<file path="config.mk">
export PLATFORM = sky130hd
export DESIGN_NAME = tws_serial_port
export DESIGN_NICKNAME = d
export VERILOG_FILES = /design/src/rtl/tws_pkg.sv /design/src/rtl/tws_baud_div.sv /design/src/rtl/tws_serial_port.sv
export SDC_FILE = /design/constraint.sdc
export NUM_CORES = 1
export LEC_CHECK = 0
export ABC_AREA = 0
export BUFFER_PORTS_ARGS = -buffer_cell sky130_fd_sc_hd__buf_2
export CORE_MARGIN = 2
export CORE_UTILIZATION = 58
export DETAILED_ROUTE_END_ITERATION = 7
export PLACE_DENSITY = 0.79
export SYNTH_ARGS = -nofsm -noshare
export SYNTH_HDL_FRONTEND = slang
export SYNTH_HIERARCHICAL = 1
export SYNTH_SLANG_ARGS = --single-unit
</file>
<file path="constraint.sdc">
create_clock -name mclk_i -period 3 [get_ports mclk_i]
set_input_delay 0.6 -clock mclk_i [delete_from_list [all_inputs] [get_ports mclk_i]]
set_output_delay 0.6 -clock mclk_i [all_outputs]
set_load 0.05 [all_outputs]
</file>
<file path="src/rtl/tws_pkg.sv">
// package: register map, field layout, reset values and types of the port
package tws_pkg;

  // register addresses
  localparam logic [15:0] ADDR_ASYNC_MODE = 16'hFF70;
  localparam logic [15:0] ADDR_SYNC_MODE  = 16'hFF72;
  localparam logic [15:0] ADDR_BAUD_DIV   = 16'hFF73;
  localparam logic [15:0] ADDR_SHIFT_DATA = 16'hFF74;

  // reset values
  localparam logic [7:0] RST_ASYNC_MODE = 8'h00;
  localparam logic [7:0] RST_SYNC_MODE  = 8'h00;
  localparam logic [3:0] RST_DIV_SRC    = 4'h0;
  localparam logic [7:0] RST_SHIFT      = 8'h00;
  localparam logic       RST_SERIAL_OUT = 1'b1;

  // sync_mode_control field positions
  localparam int SM_ENABLE_BIT = 7;
  localparam int SM_DAP_BIT    = 3;
  localparam int SM_DIR_BIT    = 2;
  localparam int SM_CSCK_BIT   = 1;
  localparam int SM_CKP_BIT    = 0;

  // async_mode_control field positions
  localparam int AM_TXE_BIT    = 7;
  localparam int AM_RXE_BIT    = 6;
  localparam int AM_PS_HI_BIT  = 5;
  localparam int AM_PS_LO_BIT  = 4;
  localparam int AM_CL_BIT     = 3;
  localparam int AM_SL_BIT     = 2;

  // baud_divider_select source field
  localparam int         BD_SRC_LSB  = 4;
  localparam logic [3:0] SRC_DIV_MAX = 4'h6;
  localparam logic [3:0] SRC_TIMER   = 4'h7;
  localparam logic [3:0] DIV_N_BASE  = 4'h2;

  // word length of one synchronous transfer
  localparam logic [3:0] BITS_PER_WORD = 4'h8;

  // cpu request: address, strobes and write data
  typedef struct packed {
    logic [15:0] addr;
    logic        wr;
    logic        rd;
    logic [7:0]  wdata;
  } tws_cpu_req_t;

  typedef struct packed {
    logic enable;
    logic dap;
    logic dir;
    logic csck;
    logic ckp;
  } tws_sync_cfg_t;

  // parity: 00 none, 01 zero bit, 10 odd, 11 even
  typedef struct packed {
    logic       txe;
    logic       rxe;
    logic [1:0] parity;
    logic       char_len;
    logic       stop_len;
  } tws_async_cfg_t;

  typedef enum logic {ST_IDLE, ST_RUN} tws_state_t;

endpackage

</file>
<file path="src/rtl/tws_baud_div.sv">
// baud rate divider: half-period strobe for the internal serial clock
`timescale 1ns/1ps
module tws_baud_div (
  // clock and reset
  input  wire logic       mclk_i,
  input  wire logic       sys_rst_i,
  // control
  input  wire logic       run_i,
  input  wire logic [3:0] src_sel_i,
  input  wire logic       timer_sq_i,
  // half-period strobe
  output logic            tick_o
);

  logic [7:0] cnt_q;
  logic       timer_q;
  logic       tick_q;

  // last count of a half period of fx/2^(n+3): 2^(n+2) cycles
  function automatic logic [7:0] half_last(input logic [3:0] code);
    logic [8:0] span;
    span = 9'h001 << (code + tws_pkg::DIV_N_BASE);
    half_last = 8'(span - 9'h001);
  endfunction

  always_ff @(posedge mclk_i) begin
    if (sys_rst_i) begin
      timer_q <= 1'b0;
    end else begin
      timer_q <= timer_sq_i;
    end
  end

  always_ff @(posedge mclk_i) begin
    if (sys_rst_i || !run_i) begin
      cnt_q  <= 8'h00;
      tick_q <= 1'b0;
    end else if (src_sel_i <= tws_pkg::SRC_DIV_MAX) begin
      if (cnt_q == half_last(src_sel_i)) begin
        cnt_q  <= 8'h00;
        tick_q <= 1'b1;
      end else begin
        cnt_q  <= cnt_q + 8'h01;
        tick_q <= 1'b0;
      end
    end else if (src_sel_i == tws_pkg::SRC_TIMER) begin
      // one toggle per timer rise halves the timer frequency
      cnt_q  <= 8'h00;
      tick_q <= timer_sq_i & ~timer_q;
    end else begin
      // prohibited codes give no clock at all
      cnt_q  <= 8'h00;
      tick_q <= 1'b0;
    end
  end

  assign tick_o = tick_q;
endmodule

</file>
<file path="src/rtl/tws_serial_port.sv">
// three-wire synchronous serial port with its mode and divider registers
//
// Overview of operation
// - link is clock, data out, data in
// - sync mode bit 7 enables; reset clears
// - bit 3 picks output edge: fall/rise
// - bit 2 picks MSB or LSB first
// - bit 1 picks external or divider clock
// - bit 0 picks clock polarity and idle
// - async bits 7,6 enable transmit, receive
// - two-bit parity field encoding
// - bit 3 char length, bit 2 stops
// - divider codes 0-6 scale, 7 timer
// - internal clock is fx over 2^(n+3)
// - timer source gives half timer frequency
// - eight bits, full duplex, one per clock
// - shift on one edge, capture the other
// - stop after eight bits, raise done
// - data write starts only when enabled, idle
// - enabling after the write starts nothing
`timescale 1ns/1ps
module tws_serial_port (
  // clock and reset
  input  wire logic                    mclk_i,
  input  wire logic                    sys_rst_i,
  // cpu register access
  input  wire tws_pkg::tws_cpu_req_t   cpu_req_i,
  output logic [7:0]                   cpu_rdata_o,
  // timer square wave
  input  wire logic                    timer_sq_i,
  // serial link
  input  wire logic                    serial_clock_pin_i,
  output logic                         serial_clock_pin_o,
  output logic                         serial_clock_oe_n_o,
  output logic                         serial_out_pin_o,
  input  wire logic                    serial_in_pin_i,
  // status
  output logic                         sync_done_irq_o,
  output tws_pkg::tws_async_cfg_t      async_cfg_o
);

  tws_pkg::tws_sync_cfg_t  sync_q;
  tws_pkg::tws_async_cfg_t async_q;
  tws_pkg::tws_state_t     state_q;
  logic [3:0]              div_src_q;
  logic [7:0]              tx_shift_reg_q;
  logic [7:0]              rx_shift_reg_q;
  logic [7:0]              rx_buffer_reg_q;
  logic [7:0]              rdata_q;
  logic [3:0]              cyc_q;
  logic [3:0]              cap_q;
  logic [3:0]              emit_q;
  logic                    active_q;
  logic                    active_d;
  logic                    sck_pin_q;
  logic                    oe_n_q;
  logic                    so_q;
  logic                    irq_q;
  logic                    sck_s1_q;
  logic                    sck_s2_q;
  logic                    sck_s3_q;
  logic                    si_s1_q;
  logic                    si_s2_q;
  logic                    div_tick;
  logic                    running;
  logic                    ext_act;
  logic                    ext_prev;
  logic                    lead;
  logic                    trail;
  logic                    predrive;
  logic                    out_edge;
  logic                    cap_edge;
  logic                    wr_shift;
  logic                    start;
  logic                    finish;

  function automatic logic first_bit(input logic [7:0] d,
                                     input logic       lsb);
    first_bit = lsb ? d[0] : d[7];
  endfunction

  function automatic logic [7:0] shift_out(input logic [7:0] d,
                                           input logic       lsb);
    shift_out = lsb ? {1'b0, d[7:1]} : {d[6:0], 1'b0};
  endfunction

  function automatic logic [7:0] shift_in(input logic [7:0] d,
                                          input logic       b,
                                          input logic       lsb);
    shift_in = lsb ? {b, d[7:1]} : {d[6:0], b};
  endfunction

  tws_baud_div u_div (
    .mclk_i     (mclk_i),
    .sys_rst_i  (sys_rst_i),
    .run_i      (running & sync_q.csck),
    .src_sel_i  (div_src_q),
    .timer_sq_i (timer_sq_i),
    .tick_o     (div_tick)
  );

  // pins from the peripheral: two stages before any use
  always_ff @(posedge mclk_i) begin
    if (sys_rst_i) begin
      sck_s1_q <= 1'b0;
      sck_s2_q <= 1'b0;
      sck_s3_q <= 1'b0;
      si_s1_q  <= 1'b0;
      si_s2_q  <= 1'b0;
    end else begin
      sck_s1_q <= serial_clock_pin_i;
      sck_s2_q <= sck_s1_q;
      sck_s3_q <= sck_s2_q;
      si_s1_q  <= serial_in_pin_i;
      si_s2_q  <= si_s1_q;
    end
  end

  always_comb begin
    running  = (state_q == tws_pkg::ST_RUN) && sync_q.enable;
    ext_act  = sync_q.ckp ? sck_s2_q : ~sck_s2_q;
    ext_prev = sync_q.ckp ? sck_s3_q : ~sck_s3_q;
    if (sync_q.csck) begin
      lead  = running & div_tick & ~active_q;
      trail = running & div_tick & active_q;
    end else begin
      lead  = running & ext_act & ~ext_prev;
      trail = running & ~ext_act & ext_prev;
    end
    // output edge is the trailing one when the first bit leads the clock
    predrive = sync_q.dap ^ sync_q.ckp;
    out_edge = predrive ? trail : lead;
    cap_edge = predrive ? lead : trail;
    wr_shift = cpu_req_i.wr && (cpu_req_i.addr == tws_pkg::ADDR_SHIFT_DATA);
    start    = wr_shift && (state_q == tws_pkg::ST_IDLE) && sync_q.enable
               && (sync_q.csck || !ext_act);
    finish   = trail && (cyc_q == tws_pkg::BITS_PER_WORD - 4'h1);
    active_d = running ? (active_q ^ (lead | trail)) : 1'b0;
  end

  // configuration registers
  always_ff @(posedge mclk_i) begin
    if (sys_rst_i) begin
      sync_q    <= tws_pkg::tws_sync_cfg_t'(5'h00);
      async_q   <= tws_pkg::tws_async_cfg_t'(6'h00);
      div_src_q <= tws_pkg::RST_DIV_SRC;
    end else if (cpu_req_i.wr) begin
      case (cpu_req_i.addr)
        tws_pkg::ADDR_SYNC_MODE: begin
          sync_q.enable <= cpu_req_i.wdata[tws_pkg::SM_ENABLE_BIT];
          sync_q.dap    <= cpu_req_i.wdata[tws_pkg::SM_DAP_BIT];
          sync_q.dir    <= cpu_req_i.wdata[tws_pkg::SM_DIR_BIT];
          sync_q.csck   <= cpu_req_i.wdata[tws_pkg::SM_CSCK_BIT];
          sync_q.ckp    <= cpu_req_i.wdata[tws_pkg::SM_CKP_BIT];
        end
        tws_pkg::ADDR_ASYNC_MODE: begin
          async_q.txe      <= cpu_req_i.wdata[tws_pkg::AM_TXE_BIT];
          async_q.rxe      <= cpu_req_i.wdata[tws_pkg::AM_RXE_BIT];
          async_q.parity   <= {cpu_req_i.wdata[tws_pkg::AM_PS_HI_BIT],
                               cpu_req_i.wdata[tws_pkg::AM_PS_LO_BIT]};
          async_q.char_len <= cpu_req_i.wdata[tws_pkg::AM_CL_BIT];
          async_q.stop_len <= cpu_req_i.wdata[tws_pkg::AM_SL_BIT];
        end
        tws_pkg::ADDR_BAUD_DIV: begin
          div_src_q <= cpu_req_i.wdata[tws_pkg::BD_SRC_LSB +: 4];
        end
        default: begin
        end
      endcase
    end
  end

  // register read path, reserved bits read as zero
  always_ff @(posedge mclk_i) begin
    if (sys_rst_i) begin
      rdata_q <= 8'h00;
    end else if (cpu_req_i.rd) begin
      case (cpu_req_i.addr)
        tws_pkg::ADDR_SYNC_MODE:  rdata_q <= {sync_q.enable, 3'h0,
                                              sync_q.dap, sync_q.dir,
                                              sync_q.csck, sync_q.ckp};
        tws_pkg::ADDR_ASYNC_MODE: rdata_q <= {async_q, 2'h0};
        tws_pkg::ADDR_BAUD_DIV:   rdata_q <= {div_src_q, 4'h0};
        tws_pkg::ADDR_SHIFT_DATA: rdata_q <= rx_buffer_reg_q;
        default:                  rdata_q <= 8'h00;
      endcase
    end
  end

  // transfer sequencing
  always_ff @(posedge mclk_i) begin
    if (sys_rst_i) begin
      state_q <= tws_pkg::ST_IDLE;
    end else begin
      case (state_q)
        tws_pkg::ST_IDLE: if (start) state_q <= tws_pkg::ST_RUN;
        tws_pkg::ST_RUN:  if (!sync_q.enable || finish) begin
          state_q <= tws_pkg::ST_IDLE;
        end
        default: state_q <= tws_pkg::ST_IDLE;
      endcase
    end
  end

  // clock cycle and bit counters
  always_ff @(posedge mclk_i) begin
    if (sys_rst_i || start) begin
      cyc_q <= 4'h0;
      cap_q <= 4'h0;
    end else begin
      if (trail) cyc_q <= cyc_q + 4'h1;
      if (cap_edge) cap_q <= cap_q + 4'h1;
    end
  end

  // internal clock generation and pin drive
  always_ff @(posedge mclk_i) begin
    if (sys_rst_i) begin
      active_q  <= 1'b0;
      sck_pin_q <= 1'b1;
      oe_n_q    <= 1'b1;
    end else begin
      active_q  <= active_d;
      sck_pin_q <= active_d ^ ~sync_q.ckp;
      oe_n_q    <= ~sync_q.csck;
    end
  end

  // transmit side: a write while busy is dropped
  always_ff @(posedge mclk_i) begin
    if (sys_rst_i) begin
      tx_shift_reg_q <= tws_pkg::RST_SHIFT;
      so_q           <= tws_pkg::RST_SERIAL_OUT;
      emit_q         <= 4'h0;
    end else if (wr_shift && state_q == tws_pkg::ST_IDLE) begin
      if (start && predrive) begin
        tx_shift_reg_q <= shift_out(cpu_req_i.wdata, sync_q.dir);
        so_q           <= first_bit(cpu_req_i.wdata, sync_q.dir);
        emit_q         <= 4'h1;
      end else begin
        tx_shift_reg_q <= cpu_req_i.wdata;
        emit_q         <= 4'h0;
      end
    end else if (out_edge && emit_q < tws_pkg::BITS_PER_WORD) begin
      // the last bit stays on the pin once the word is out
      tx_shift_reg_q <= shift_out(tx_shift_reg_q, sync_q.dir);
      so_q           <= first_bit(tx_shift_reg_q, sync_q.dir);
      emit_q         <= emit_q + 4'h1;
    end
  end

  // receive side: the buffer takes the word at the eighth capture
  always_ff @(posedge mclk_i) begin
    if (sys_rst_i) begin
      rx_shift_reg_q  <= tws_pkg::RST_SHIFT;
      rx_buffer_reg_q <= tws_pkg::RST_SHIFT;
    end else if (cap_edge) begin
      rx_shift_reg_q <= shift_in(rx_shift_reg_q, si_s2_q, sync_q.dir);
      if (cap_q == tws_pkg::BITS_PER_WORD - 4'h1) begin
        rx_buffer_reg_q <= shift_in(rx_shift_reg_q, si_s2_q,
                                    sync_q.dir);
      end
    end
  end

  // disabling mid-word aborts: no done pulse for a cut transfer
  always_ff @(posedge mclk_i) begin
    if (sys_rst_i) begin
      irq_q <= 1'b0;
    end else begin
      irq_q <= finish;
    end
  end

  assign cpu_rdata_o         = rdata_q;
  assign serial_clock_pin_o  = sck_pin_q;
  assign serial_clock_oe_n_o = oe_n_q;
  assign serial_out_pin_o    = so_q;
  assign sync_done_irq_o     = irq_q;
  assign async_cfg_o         = async_q;
endmodule

</file>
==> results of run 1 <==
-- sequential cells by signal, indices dropped and copies added, names as in the netlist, 5 cells and up --
name             cells
tx_shift_reg_q       8
u_div/cnt_q          8
rx_shift_reg_q       8
sync_q               5
rx_buffer_reg_q      8
cpu_rdata_o          8
async_cfg_o          6
-- metal layers --
metal,GRT usage,vias to the layer above,part of all wire
met2,0.413,103,0.48
met3,0.0628,17,0.054
met1,0.337,1765,0.44
li1,-,1796,-
met5,0,-,0
met4,0.0963,0,0.020
-- cell usage in the layout (no fill, tap or decap), types with 3 or more instances in the layout --
master | netlist | final
dfxtp_1 | 80 | 80
o21ai_1 | 3 | 3
nor3_1 | 10 | 10
xnor2_1 | 11 | 11
mux2i_1 | 38 | 38
or3_1 | 3 | 3
nand3b_1 | 3 | 3
ha_1 | 6 | 6
o21ai_0 | 12 | 12
clkbuf_8 | 0 | 11
buf_2 | 6 | 48
o211ai_1 | 6 | 6
a22o_1 | 3 | 3
or2_2 | 6 | 6
mux2_2 | 4 | 4
nand2_1 | 26 | 26
a21boi_0 | 3 | 3
nor2_1 | 56 | 56
a21oi_1 | 25 | 25
xor2_1 | 10 | 10
a211oi_2 | 3 | 3
and3_1 | 4 | 4
a31oi_1 | 9 | 9
nand3_1 | 26 | 26
nand4_1 | 4 | 4
and4_1 | 3 | 3
buf_4 | 2 | 7
nor2b_1 | 23 | 23
inv_1 | 9 | 9
nor3b_1 | 5 | 5
a211oi_1 | 14 | 14
o2bb2ai_1 | 3 | 3
a211o_1 | 7 | 7
-- kinds of logic after synthesis --
family,count (synthesis),share of synthesized area
and+or+nand+nor,191,0.241
AOI/OAI and AO/OA,99,0.168
DFF,80,0.378
muxes,42,0.100
buffers and inverters,39,0.0419
xor gates and xnor gates,23,0.0532
adders and majority gates,6,0.0177
-- final cells by class --
type	instances	area, um^2
well taps	99	124
clock buffers	11	151
clock inverters	5	85.1
multi-input cells	361	2460
inverters	9	33.8
fillers	598	2430
flip-flops and latches	80	1600
repair buffers	55	293
-- synth_stat cells (all sizes together) (2+ instances only) --
| cell | instances |
|---|---|
| dfxtp | 80 |
| nor2 | 57 |
| mux2i | 38 |
| nand3 | 27 |
| a21oi | 26 |
| nand2 | 26 |
| nor2b | 24 |
| clkbuf | 20 |
| a211oi | 18 |
| o21ai | 15 |
| xnor2 | 11 |
| xor2 | 11 |
| buf | 10 |
| nor3 | 10 |
| a31oi | 9 |
| inv | 9 |
| a211o | 7 |
| ha | 6 |
| nor3b | 6 |
| o211ai | 6 |
| or2 | 6 |
| and3 | 4 |
| mux2 | 4 |
| nand4 | 4 |
| a21boi | 3 |
| a22o | 3 |
| and4 | 3 |
| nand3b | 3 |
| nor4b | 3 |
| o2bb2ai | 3 |
| or3 | 3 |
| a2bb2oi | 2 |
| and2 | 2 |
| nand2b | 2 |
| nand4b | 2 |
| nor4 | 2 |
| o22ai | 2 |
| or3b | 2 |
-- metrics by stage --
step / std cells / total power [mW] / setup slack (ns)
detailed placement: 604 / 1.18 / 0.479
floorplan: 480 / 1.14 / 0.645
global route: 620 / 2.13 / 0.291
finish: 620 / 2.08 / 0.462
CTS: 620 / 2.09 / 0.466
global placement: 604 / 1.18 / 0.575
-- worst max-delay path, cell delays in order (launching register included) --
cell and delay (ns):
dfxtp_1 0.34, ha_1 0.39, nor2_2 0.23, nand3_1 0.11, ha_1 0.27, nor4b_1 0.36
a211oi_2 0.14, a211oi_4 0.42, a22o_1 0.21
-- where the power goes --
group	internal, mW	leakage [nW]	switching, mW
clock	0.520	0.117	0.400
combinational	0.0348	0.973	0.0556
sequential	1.06	0.645	0.00275
total	1.62	1.74	0.458
-- worst paths after layout --
kind | from | to | slack [ns]
worst max-delay path | div_src_q[2] | u_div/tick_o | 0.46
worst min-delay path | sck_s1_q | sck_s2_q | 0.44
worst max register to register | div_src_q[2] | u_div/tick_o | 0.46
worst min register to register | sck_s1_q | sck_s2_q | 0.44
==> metrics.md, run 1 <==
| Metric | Value |
|---|---|
| Post-layout minimum cycle time | roughly 2.5 ns |
| Initial Util | 0.590 |
| Count of final max-slew check failures | 0 |
| CTS tree | done |
| Max VDD drop | ~0.31 mV |
| CTS max path bufs | 2 |
| Count of different cell masters after synthesis | between 60 and 70 |
| Cts hold-fix bufs | 0 |
| Most common flop cell mapped by yosys | dfxtp_1 |
| Routed WL per cell | about 16 um |
| Final setup TNS | 0 ns |
| Crit-path max FO | 9 |
| Post-CTS resize count | 0 |
| Syn Inst Count | 480 |
| Setup-failing EPs final | 0 |
| Synth Register Bits | 80 |
| Die area | roughly 8000 um^2 |
| Asr flop ratio synth | 0 |
| Sequential fraction of the synthesis area | 0.378 |
| Warnings from Yosys | 6 |
| Buffers added on ports | 48 |
| Hold Fails Final Rpt | 0 |
| Worst Hold Class | reg2reg |
| Synthesized area per cell | between 8 and 9 um^2 |
| Vias/cell | ~6 |
| WHS Path Cells | 1 |
| Post-route ant nets | 0 |
| Global-route wire length before repair | ~16 mm |
| Worst hold slack | about 0.44 ns |
| CTS buffer count | 9 |
| Slew margin rel. | 0.404 |
| Antenna diodes | 0 |
| Drt first pass iters | 5 |
| RSZ-0062 raised after global routing | no |
| GRT overflow | 0 |
| Top area cells in the synthesized netlist | dfxtp_1 38%, mux2i_1 9.0%, nor2_1 5.0% |
| Core area | between 7000 and 8000 um^2 |
| Max Cap Viol | 0 |
| Status | completed |
| Initial antenna violation count | 0 |
| FMAX | between 0.3 and 0.4 GHz |
| # DRC | 0 |
| Vias | about 3700 |
| Vias in the first global route | 3299 |
| DPL Wire Length | 7.08 mm |
| EDFF count, synth | 0 |
| Worst slew pin tran | 0.894 ns |
| Area added between synthesis and finish | 12.0% |
| Largest net degree at the start of global routing | 44 |
| Critical Path AT | 2.83 ns |
| Leading area contributor after synthesis | dfxtp_1 |
| IO Count | 49 |
| Post-Synthesis Cell Area | about 4200 um^2 |
| Clock Latency Late Sink | roughly 0.35 ns |
| H-Tree Depth | 3 |
| FF-to-FF path depth | 8 |
| Cell Pwr Density | ~440 nW/um^2 |
| Crit. End Element | flop |
| Clock transition at the registers of the reported paths | ~0.08 ns |
| Die Ht | just under 90 um |
| CTS Sinks | 80 |
| RD Place Congestion | between 0.8 and 0.9 |
| Clk root buf | clkbuf_8 |
| # Post-CTS Setup Buffers | 0 |
| Setup crit start kind | flop |
| Final #Nets | ~550 |
| Die Span X | 89.5 um |
| Initial DRC count | 230 |
| Leak | between 1.5 and 2 nW |
| Setup Skew | 0.00781 ns |
| Critical Path RT | approximately 3.3 ns |
| Synth top area share | 0.378 |
| Area after DPL | 4510 um^2 |
| Fin util | 0.661 |
| Critical setup path kind | reg2reg |
| Final Cycle Share | 0.846 |
| Final instance area | roughly 4700 um^2 |
| Layout cells sized above 1 | 0.188 |
| FP Rows | 31 |
| GRT Util Overall | 0.258 |
| Routed Wire Length | ~10 mm |
| Post-Syn Nets | 517 |
(Power assumes the default switching activity.)
==> inputs of run 2 (changes only) <==
--- a/config.mk
+++ b/config.mk
@@ -5,12 +5,12 @@
 export SDC_FILE = /design/constraint.sdc
 export NUM_CORES = 1
 export LEC_CHECK = 0
-export ABC_AREA = 0
+export ABC_AREA = 1
 export BUFFER_PORTS_ARGS = -buffer_cell sky130_fd_sc_hd__buf_2
 export CORE_MARGIN = 2
-export CORE_UTILIZATION = 58
+export CORE_UTILIZATION = 59
 export DETAILED_ROUTE_END_ITERATION = 7
-export PLACE_DENSITY = 0.79
+export PLACE_DENSITY = 0.8
 export SYNTH_ARGS = -nofsm -noshare
 export SYNTH_HDL_FRONTEND = slang
 export SYNTH_HIERARCHICAL = 1
==> constraint.sdc (replaced) <==
create_clock -name mclk_i -period 2.49 [get_ports mclk_i]
set_input_delay 0.498 -clock mclk_i [delete_from_list [all_inputs] [get_ports mclk_i]]
set_output_delay 0.498 -clock mclk_i [all_outputs]
set_load 0.05 [all_outputs]
==> run 2 against run 1 <==
Net effect:
- routed wire length rose by 8.4%
- clock power up 23%
- clock-buffer cell count decreased by 1
- first-iteration DRC count rose by 64%
- largest cell class unchanged
==> metrics.md, run 2 <==
| Metric | Value |
|---|---|
| Status | completed |
| Buffers added on ports | 48 (unchanged) |
| Post-CTS resize count | 0 (unchanged) |
| Die area | 8370 um^2 (+4.6%) |
| Worst Hold Class | in2reg |
| Initial Util | 0.616 (+0.0259) |
| Core area | 7330 um^2 (+2.2%) |
| FMAX | 0.445 GHz (+13%) |
| Clock Latency Late Sink | 0.35 ns (about the same) |
| Synth top area share | 0.355 (-0.0236) |
| Die Ht | 91.5 um (+2.3%) |
| Routed WL per cell | 12.5 um (-20%) |
| Worst slew pin tran | 0.745 ns (-0.149 ns) |
| Post-synthesis xor/xnor area fraction | 0.0235 (-0.0296) |
| Final #Nets | 776 (+40%) |
| Post-synthesis adder-cell area fraction | 0.0166 (-0.00110) |
| Synthesized area per cell | 6.49 um^2 (-26%) |
| CTS max path bufs | 2 (unchanged) |
| Routed Wire Length | 10.6 mm (+8.4%) |
| Crit. End Element | flop |
| GRT Util Overall | 0.263 (+0.00499) |
| Most common cell after layout, fill and taps aside | nand2_1 |
| IO Count | 49 (unchanged) |
| Clock transition at the registers of the reported paths | 0.08 ns (about the same) |
| Max VDD drop | 0.330 mV (+5.1%) |
| Initial DRC count | 378 (+64%) |
| Post-Syn Nets | 733 (+42%) |
| DPL Wire Length | 7.83 mm (+11%) |
| Max Cap Viol | 0 (unchanged) |
| Post-Synth Simple-Gate Area | 0.386 (+0.145) |
| Leading area contributor after synthesis | dfxtp_1 |
| CTS tree | done |
| Final setup TNS | 0 ns (unchanged) |
| Warnings from Yosys | 6 (unchanged) |
| Critical Path RT | 2.77 ns (-0.52 ns) |
| Clk root buf | clkbuf_8 |
| GRT overflow | 0 (unchanged) |
| Complex-gate fraction of the synthesized area | 0.106 (-0.0611) |
| FF/Latch Area | 1600 um^2 (unchanged) |
| Syn Inst Count | 696 (+45%) |
| Vias | 4355 (+18%) |
| Final Cycle Share | 0.903 (+0.0569) |
| Cell Pwr Density | 501 nW/um^2 (+14%) |
| Layout cells sized above 1 | 0.151 (-0.0376) |
| Area added between synthesis and finish | 11.5% |
| Setup Skew | 0.00626 ns (-0.00155 ns) |
| Asr flop ratio synth | 0 (unchanged) |
| # DRC | 0 (unchanged) |
| Power Total | 2.52 mW (+21%) |
| Vias/cell | 5.17 (-13%) |
| Global-route wire length before repair | 17.9 mm (+12%) |
| Count of final max-slew check failures | 0 (unchanged) |
| Sequential fraction of the synthesis area | 0.355 (-0.0236) |
| CTS buffer count | 9 (unchanged) |
| Fillers | 667 (+12%) |
| Crit path buf inv count | 1 (+1) |
| Leak | 2.24 nW (+29%) |
| H-Tree Depth | 3 (unchanged) |
| RSZ-0062 raised after global routing | no |
| CP max stage delay | 0.37 ns (-0.05 ns) |
| Synth Register Bits | 80 (unchanged) |
| Post-Synthesis Cell Area | 4520 um^2 (+6.6%) |
| Initial antenna violation count | 0 (unchanged) |
| Fin util | 0.687 (+0.0256) |
| Most frequent cells in the layout | 201 x nand2_1, 97 x inv_1, 80 x dfxtp_1, 77 x nor2_1, 54 x nand3_1 |
| Post-layout minimum cycle time | 2.25 ns (-0.290 ns) |
| # Post-CTS Setup Buffers | 0 (unchanged) |
| Cts hold-fix bufs | 0 (unchanged) |
| Slew margin rel. | 0.501 (+0.0965) |
| Largest family of logic cells by synthesized area | simple AND/OR/NAND/NOR gates |
| Post-route ant nets | 0 (unchanged) |
| CP max-delay cell | dfxtp_1 |
| Setup-failing EPs final | 0 (unchanged) |
| Crit-path max FO | 8 (-1) |
| Commonest cells post-synth | 201 x nand2_1, 97 x inv_1, 80 x dfxtp_1, 77 x nor2_1, 54 x nand3_1 |
| Vias in the first global route | 4012 (+22%) |
| Mux contribution to synthesized area | 0 (-0.100) |
| Top area cells in the synthesized netlist | dfxtp_1 35%, nand2_1 17%, inv_1 8.1% |
| Multi-input logic area | 2400 um^2 (-2.1%) |
| Worst path top cell family by delay | simple AND/OR/NAND/NOR gates |
| Count of different cell masters after synthesis | 41 (-34%) |
| Count leader, synth | nand2_1 |
| FP Rows | 31 (unchanged) |
| RD Place Congestion | 0.873 (+6.2%) |
| Antenna diodes | 0 (unchanged) |
| Critical Path AT | 2.53 ns (-0.30 ns) |
| Die Span X | 91.5 um (+2.3%) |
| Critical setup path kind | reg2reg |
| Most common flop cell mapped by yosys | dfxtp_1 |
| CTS Sinks | 80 (unchanged) |
| Drt first pass iters | 5 (unchanged) |
| Hold Fails Final Rpt | 0 (unchanged) |
| EDFF count, synth | 0 (unchanged) |
| Largest net degree at the start of global routing | 39 (-11%) |
| Register-to-register setup slack | 0.24 ns (-0.22 ns) |
| Setup crit start kind | flop |
| CP Cell Sequence | ha_1 > inv_1 > nand2_1 > nand2_1 > nor2_1 > nand3_1 > ha_1 > xnor2_1 > nand4_1 > nand2_1 > nor2_1 > nand4_1 > nand2_2 > nor2_1 |
## run 2: cell types whose count changed after synthesis, sizes merged, moves of 7 or more
cell	change
a211o	-7
a211oi	-9
a21oi	+16
nand3	+30
o21ai	+10
mux2i	-38
nand2	+196
clkbuf	-7
nor2b	-24
inv	+94
nor2	+25
## run 2: metrics by stage
stage	hold slack (ns)	area [um^2]	std cells	setup WS, ns
floorplan	0.388	4520	696	0.520
global placement	0.394	4800	827	0.382
detailed placement	0.396	4800	827	0.294
CTS	0.332	5030	843	0.265
global route	0.336	5030	843	0.00445
finish	0.345	5030	843	0.242
## run 2: area by class of cell
class / instances / area share
Multi-Input combinational cell: 491 / 0.478
Sequential cell: 80 / 0.318
Inverter: 105 / 0.0793
Timing Repair Buffer: 52 / 0.0537
Clock buffer: 10 / 0.0253
Tap cell: 99 / 0.0246
Clock inverter: 6 / 0.0214
## run 2: path summary, 6_finish.rpt
kind,from,end,cells after the start
worst max register to register,div_src_q[2],u_div/cnt_q[2],14
worst min register to register,sck_s1_q,sck_s2_q,2
worst max-delay path,div_src_q[2],u_div/cnt_q[2],14
worst min-delay path,serial_clock_pin_i,sck_s1_q,3
## run 2: per-layer routing
metal,track usage,share of wire
met5,0,0
met4,0.0821,0.017
met3,0.0473,0.063
met2,0.430,0.46
met1,0.352,0.46
## run 2: power by group
part	switching [mW]	leakage, nW	internal (mW)	total, mW
Combinational	0.0695	1.48	0.0361	0.106
Sequential	0.00213	0.645	1.28	1.28
Clock	0.471	0.116	0.663	1.13
Total	0.543	2.24	1.98	2.52
## run 2: worst reg2reg max path, delay by kind of cell (launching register included)
family,cells,cell delay [ns]
buf+inv,1,0.08
simple gates,10,1.00
flops,1,0.37
xor+xnor,1,0.28
fa+ha+maj,2,0.46
## run 2: cells by family after synthesis
kind of cell	Yosys count
adder cells (fa/ha/maj)	6
XOR/XNOR	10
AO/OA/AOI/OAI	87
flip-flops	80
buffers and inverters	125
AND/OR/NAND/NOR	388
==> inputs of run 3 (changes only) <==
--- a/config.mk
+++ b/config.mk
@@ -10,7 +10,7 @@
 export CORE_MARGIN = 2
 export CORE_UTILIZATION = 59
 export DETAILED_ROUTE_END_ITERATION = 7
-export PLACE_DENSITY = 0.8
+export PLACE_DENSITY_LB_ADDON = 0.15
 export SYNTH_ARGS = -nofsm -noshare
 export SYNTH_HDL_FRONTEND = slang
 export SYNTH_HIERARCHICAL = 1
==> constraint.sdc (replaced) <==
create_clock -name mclk_i -period 2.49 [get_ports mclk_i]
set_input_delay 0.498 -clock mclk_i [delete_from_list [all_inputs] [get_ports mclk_i]]
set_output_delay 0.498 -clock mclk_i [all_outputs]
set_load 0.01 [all_outputs]
==> run 3 against run 2 <==
Net effect:
- sequential share of layout area rose by 0.33 points
- worst hold slack got worse by 0.0045 ns
- combinational power barely moved
- non-clock buffer count rose by 1
- die area did not move
- sequential power barely moved
- sequential cell count did not move
- clock skew rose by 0.0013 ns
- largest cell class unchanged
==> metrics.md, run 3 (synthesis results as in run 2) <==
| Metric | Value |
|---|---|
| Status | completed |
| Count of final max-slew check failures | 0 (unchanged) |
| Fillers | 683 (+2.4%) |
| Final instance area | 4980 um^2 (-1.0%) |
| # placed instances | 828 (+0.12%) |
| Crit-path max FO | 8 (unchanged) |
| Antenna diodes | 0 (unchanged) |
| # DRC | 0 (unchanged) |
| RSZ-0062 raised after global routing | no |
| Vias/cell | 5.17 (+0.11%) |
| Setup Skew | 0.00753 ns (+0.00127 ns) |
| CTS buffer count | 9 (unchanged) |
| CTS max path bufs | 2 (unchanged) |
| Critical Path RT | 2.78 ns (about the same) |
| Initial Util | 0.616 (unchanged) |
| Hold Fails Final Rpt | 0 (unchanged) |
| Die area | 8370 um^2 (unchanged) |
| Global-route wire length before repair | 18.3 mm (+2.3%) |
| Layout cells sized above 1 | 0.153 (+0.00248) |
| Worst slew pin tran | 0.831 ns (+0.0861 ns) |
| # Post-CTS Setup Buffers | 0 (unchanged) |
| DPL Wire Length | 8.00 mm (+2.2%) |
| Final Cycle Share | 0.870 (-0.0323) |
| Most common cell after layout, fill and taps aside | nand2_1 |
| Initial antenna violation count | 0 (unchanged) |
| Core area | 7330 um^2 (unchanged) |
| Worst hold slack | 0.341 ns (-0.00446 ns) |
| GRT Util Overall | 0.267 (+0.00477) |
| FP Rows | 31 (unchanged) |
| Slew margin rel. | 0.443 (-0.0577) |
| Cts hold-fix bufs | 0 (unchanged) |
| Cell Pwr Density | 455 nW/um^2 (-9.3%) |
| Routed WL per cell | 12.6 um (+0.21%) |
| Routed Wire Length | 10.6 mm (+0.33%) |
| Setup-failing EPs final | 0 (unchanged) |
| Max VDD drop | 0.261 mV (-21%) |
| Clk root buf | clkbuf_8 |
| Area added between synthesis and finish | 10.3% |
| Crit. End Element | flop |
| Area after DPL | 4810 um^2 (+0.16%) |
| Post-layout minimum cycle time | 2.17 ns (-0.0804 ns) |
| Die Span X | 91.5 um (unchanged) |
| H-Tree Depth | 3 (unchanged) |
| Vias in the first global route | 4076 (+1.6%) |
| Clock transition at the registers of the reported paths | 0.09 ns (about the same) |
| Final WS setup | 0.323 ns (+0.0804 ns) |
| IO Count | 49 (unchanged) |
| Setup crit start kind | flop |
| Max Cap Viol | 0 (unchanged) |
| Post-route ant nets | 0 (unchanged) |
| GRT overflow | 0 (unchanged) |
| Initial DRC count | 271 (-28%) |
| Die Ht | 91.5 um (unchanged) |
| Power Total | 2.27 mW (-10%) |
| Drt first pass iters | 5 (unchanged) |
| RD Place Congestion | 0.927 (+6.2%) |
| Clock Latency Late Sink | 0.36 ns (about the same) |
| CTS Sinks | 80 (unchanged) |
| Finished Layout Cells | 844 (+0.12%) |
| Most frequent cells in the layout | 201 x nand2_1, 97 x inv_1, 80 x dfxtp_1, 77 x nor2_1, 54 x nand3_1 |
| FMAX | 0.461 GHz (+3.7%) |
| Post-CTS resize count | 0 (unchanged) |
| Largest net degree at the start of global routing | 37 (-5.1%) |
| Leak | 2.22 nW (-0.97%) |
| Final #Nets | 777 (+0.13%) |
| Critical Path AT | 2.46 ns (-0.07 ns) |
| CTS tree | done |
| Vias | 4365 (+0.23%) |
| Worst Hold Class | in2reg |
| Fin util | 0.680 (-0.00700) |
| Final setup TNS | 0 ns (unchanged) |
| Buffers added on ports | 48 (unchanged) |
| Post-Place Setup Slack | 0.342 ns (+0.0480 ns) |
| Critical setup path kind | reg2reg |
-- run 3: changes by cell type in the layout (fill, tap and decap cells not counted) --
cell	previous run	this run
bufinv_16	3	0
inv_6	0	3
clkinv_4	0	1
clkbuf_1	1	0
buf_4	4	5
-- run 3: report_power, final --
| group | leakage, nW | switching [mW] | internal [mW] |
|---|---|---|---|
| Clock | 0.0904 | 0.506 | 0.371 |
| Sequential | 0.645 | 0.00221 | 1.28 |
| Combinational | 1.48 | 0.0698 | 0.0362 |
-- run 3: path summary, 6_finish.rpt --
path,startpoint,to,slack (ns),cells past startpoint
setup / recovery,div_src_q[2],u_div/cnt_q[3],0.32,14
hold reg to reg,si_s1_q,si_s2_q,0.41,2
hold / removal,serial_clock_pin_i,sck_s1_q,0.34,3
setup reg to reg,div_src_q[2],u_div/cnt_q[3],0.32,14
-- run 3: worst max-delay path, stage by stage (launching register included) --
cell and delay, ns:
dfxtp_1 0.37, ha_1 0.20, inv_1 0.08, nand2_1 0.08
nand2_1 0.10, nor2_1 0.13, nand3_1 0.09, ha_1 0.23
xnor2_1 0.28, nand4_1 0.12, nand2_1 0.08, nor2_1 0.04
nand4_1 0.09, nand2_2 0.11, nor2_1 0.12
-- run 3: layer usage --
metal	global-route usage	wire, um	vias up
met1	0.349	4980	1956
met5	0	0	-
met4	0.0947	142	0
met2	0.446	4950	114
li1	-	-	2279
met3	0.0440	539	16
-- run 3: final cells by class --
class | instances | area (um^2) | area share
clock buffers | 9 | 124 | 0.0249
repair buffers | 53 | 278 | 0.0557
inverters | 105 | 399 | 0.0801
flip-flops and latches | 80 | 1600 | 0.321
well taps | 99 | 124 | 0.0249
clock inverters | 7 | 52.6 | 0.0105
multi-input cells | 491 | 2400 | 0.483
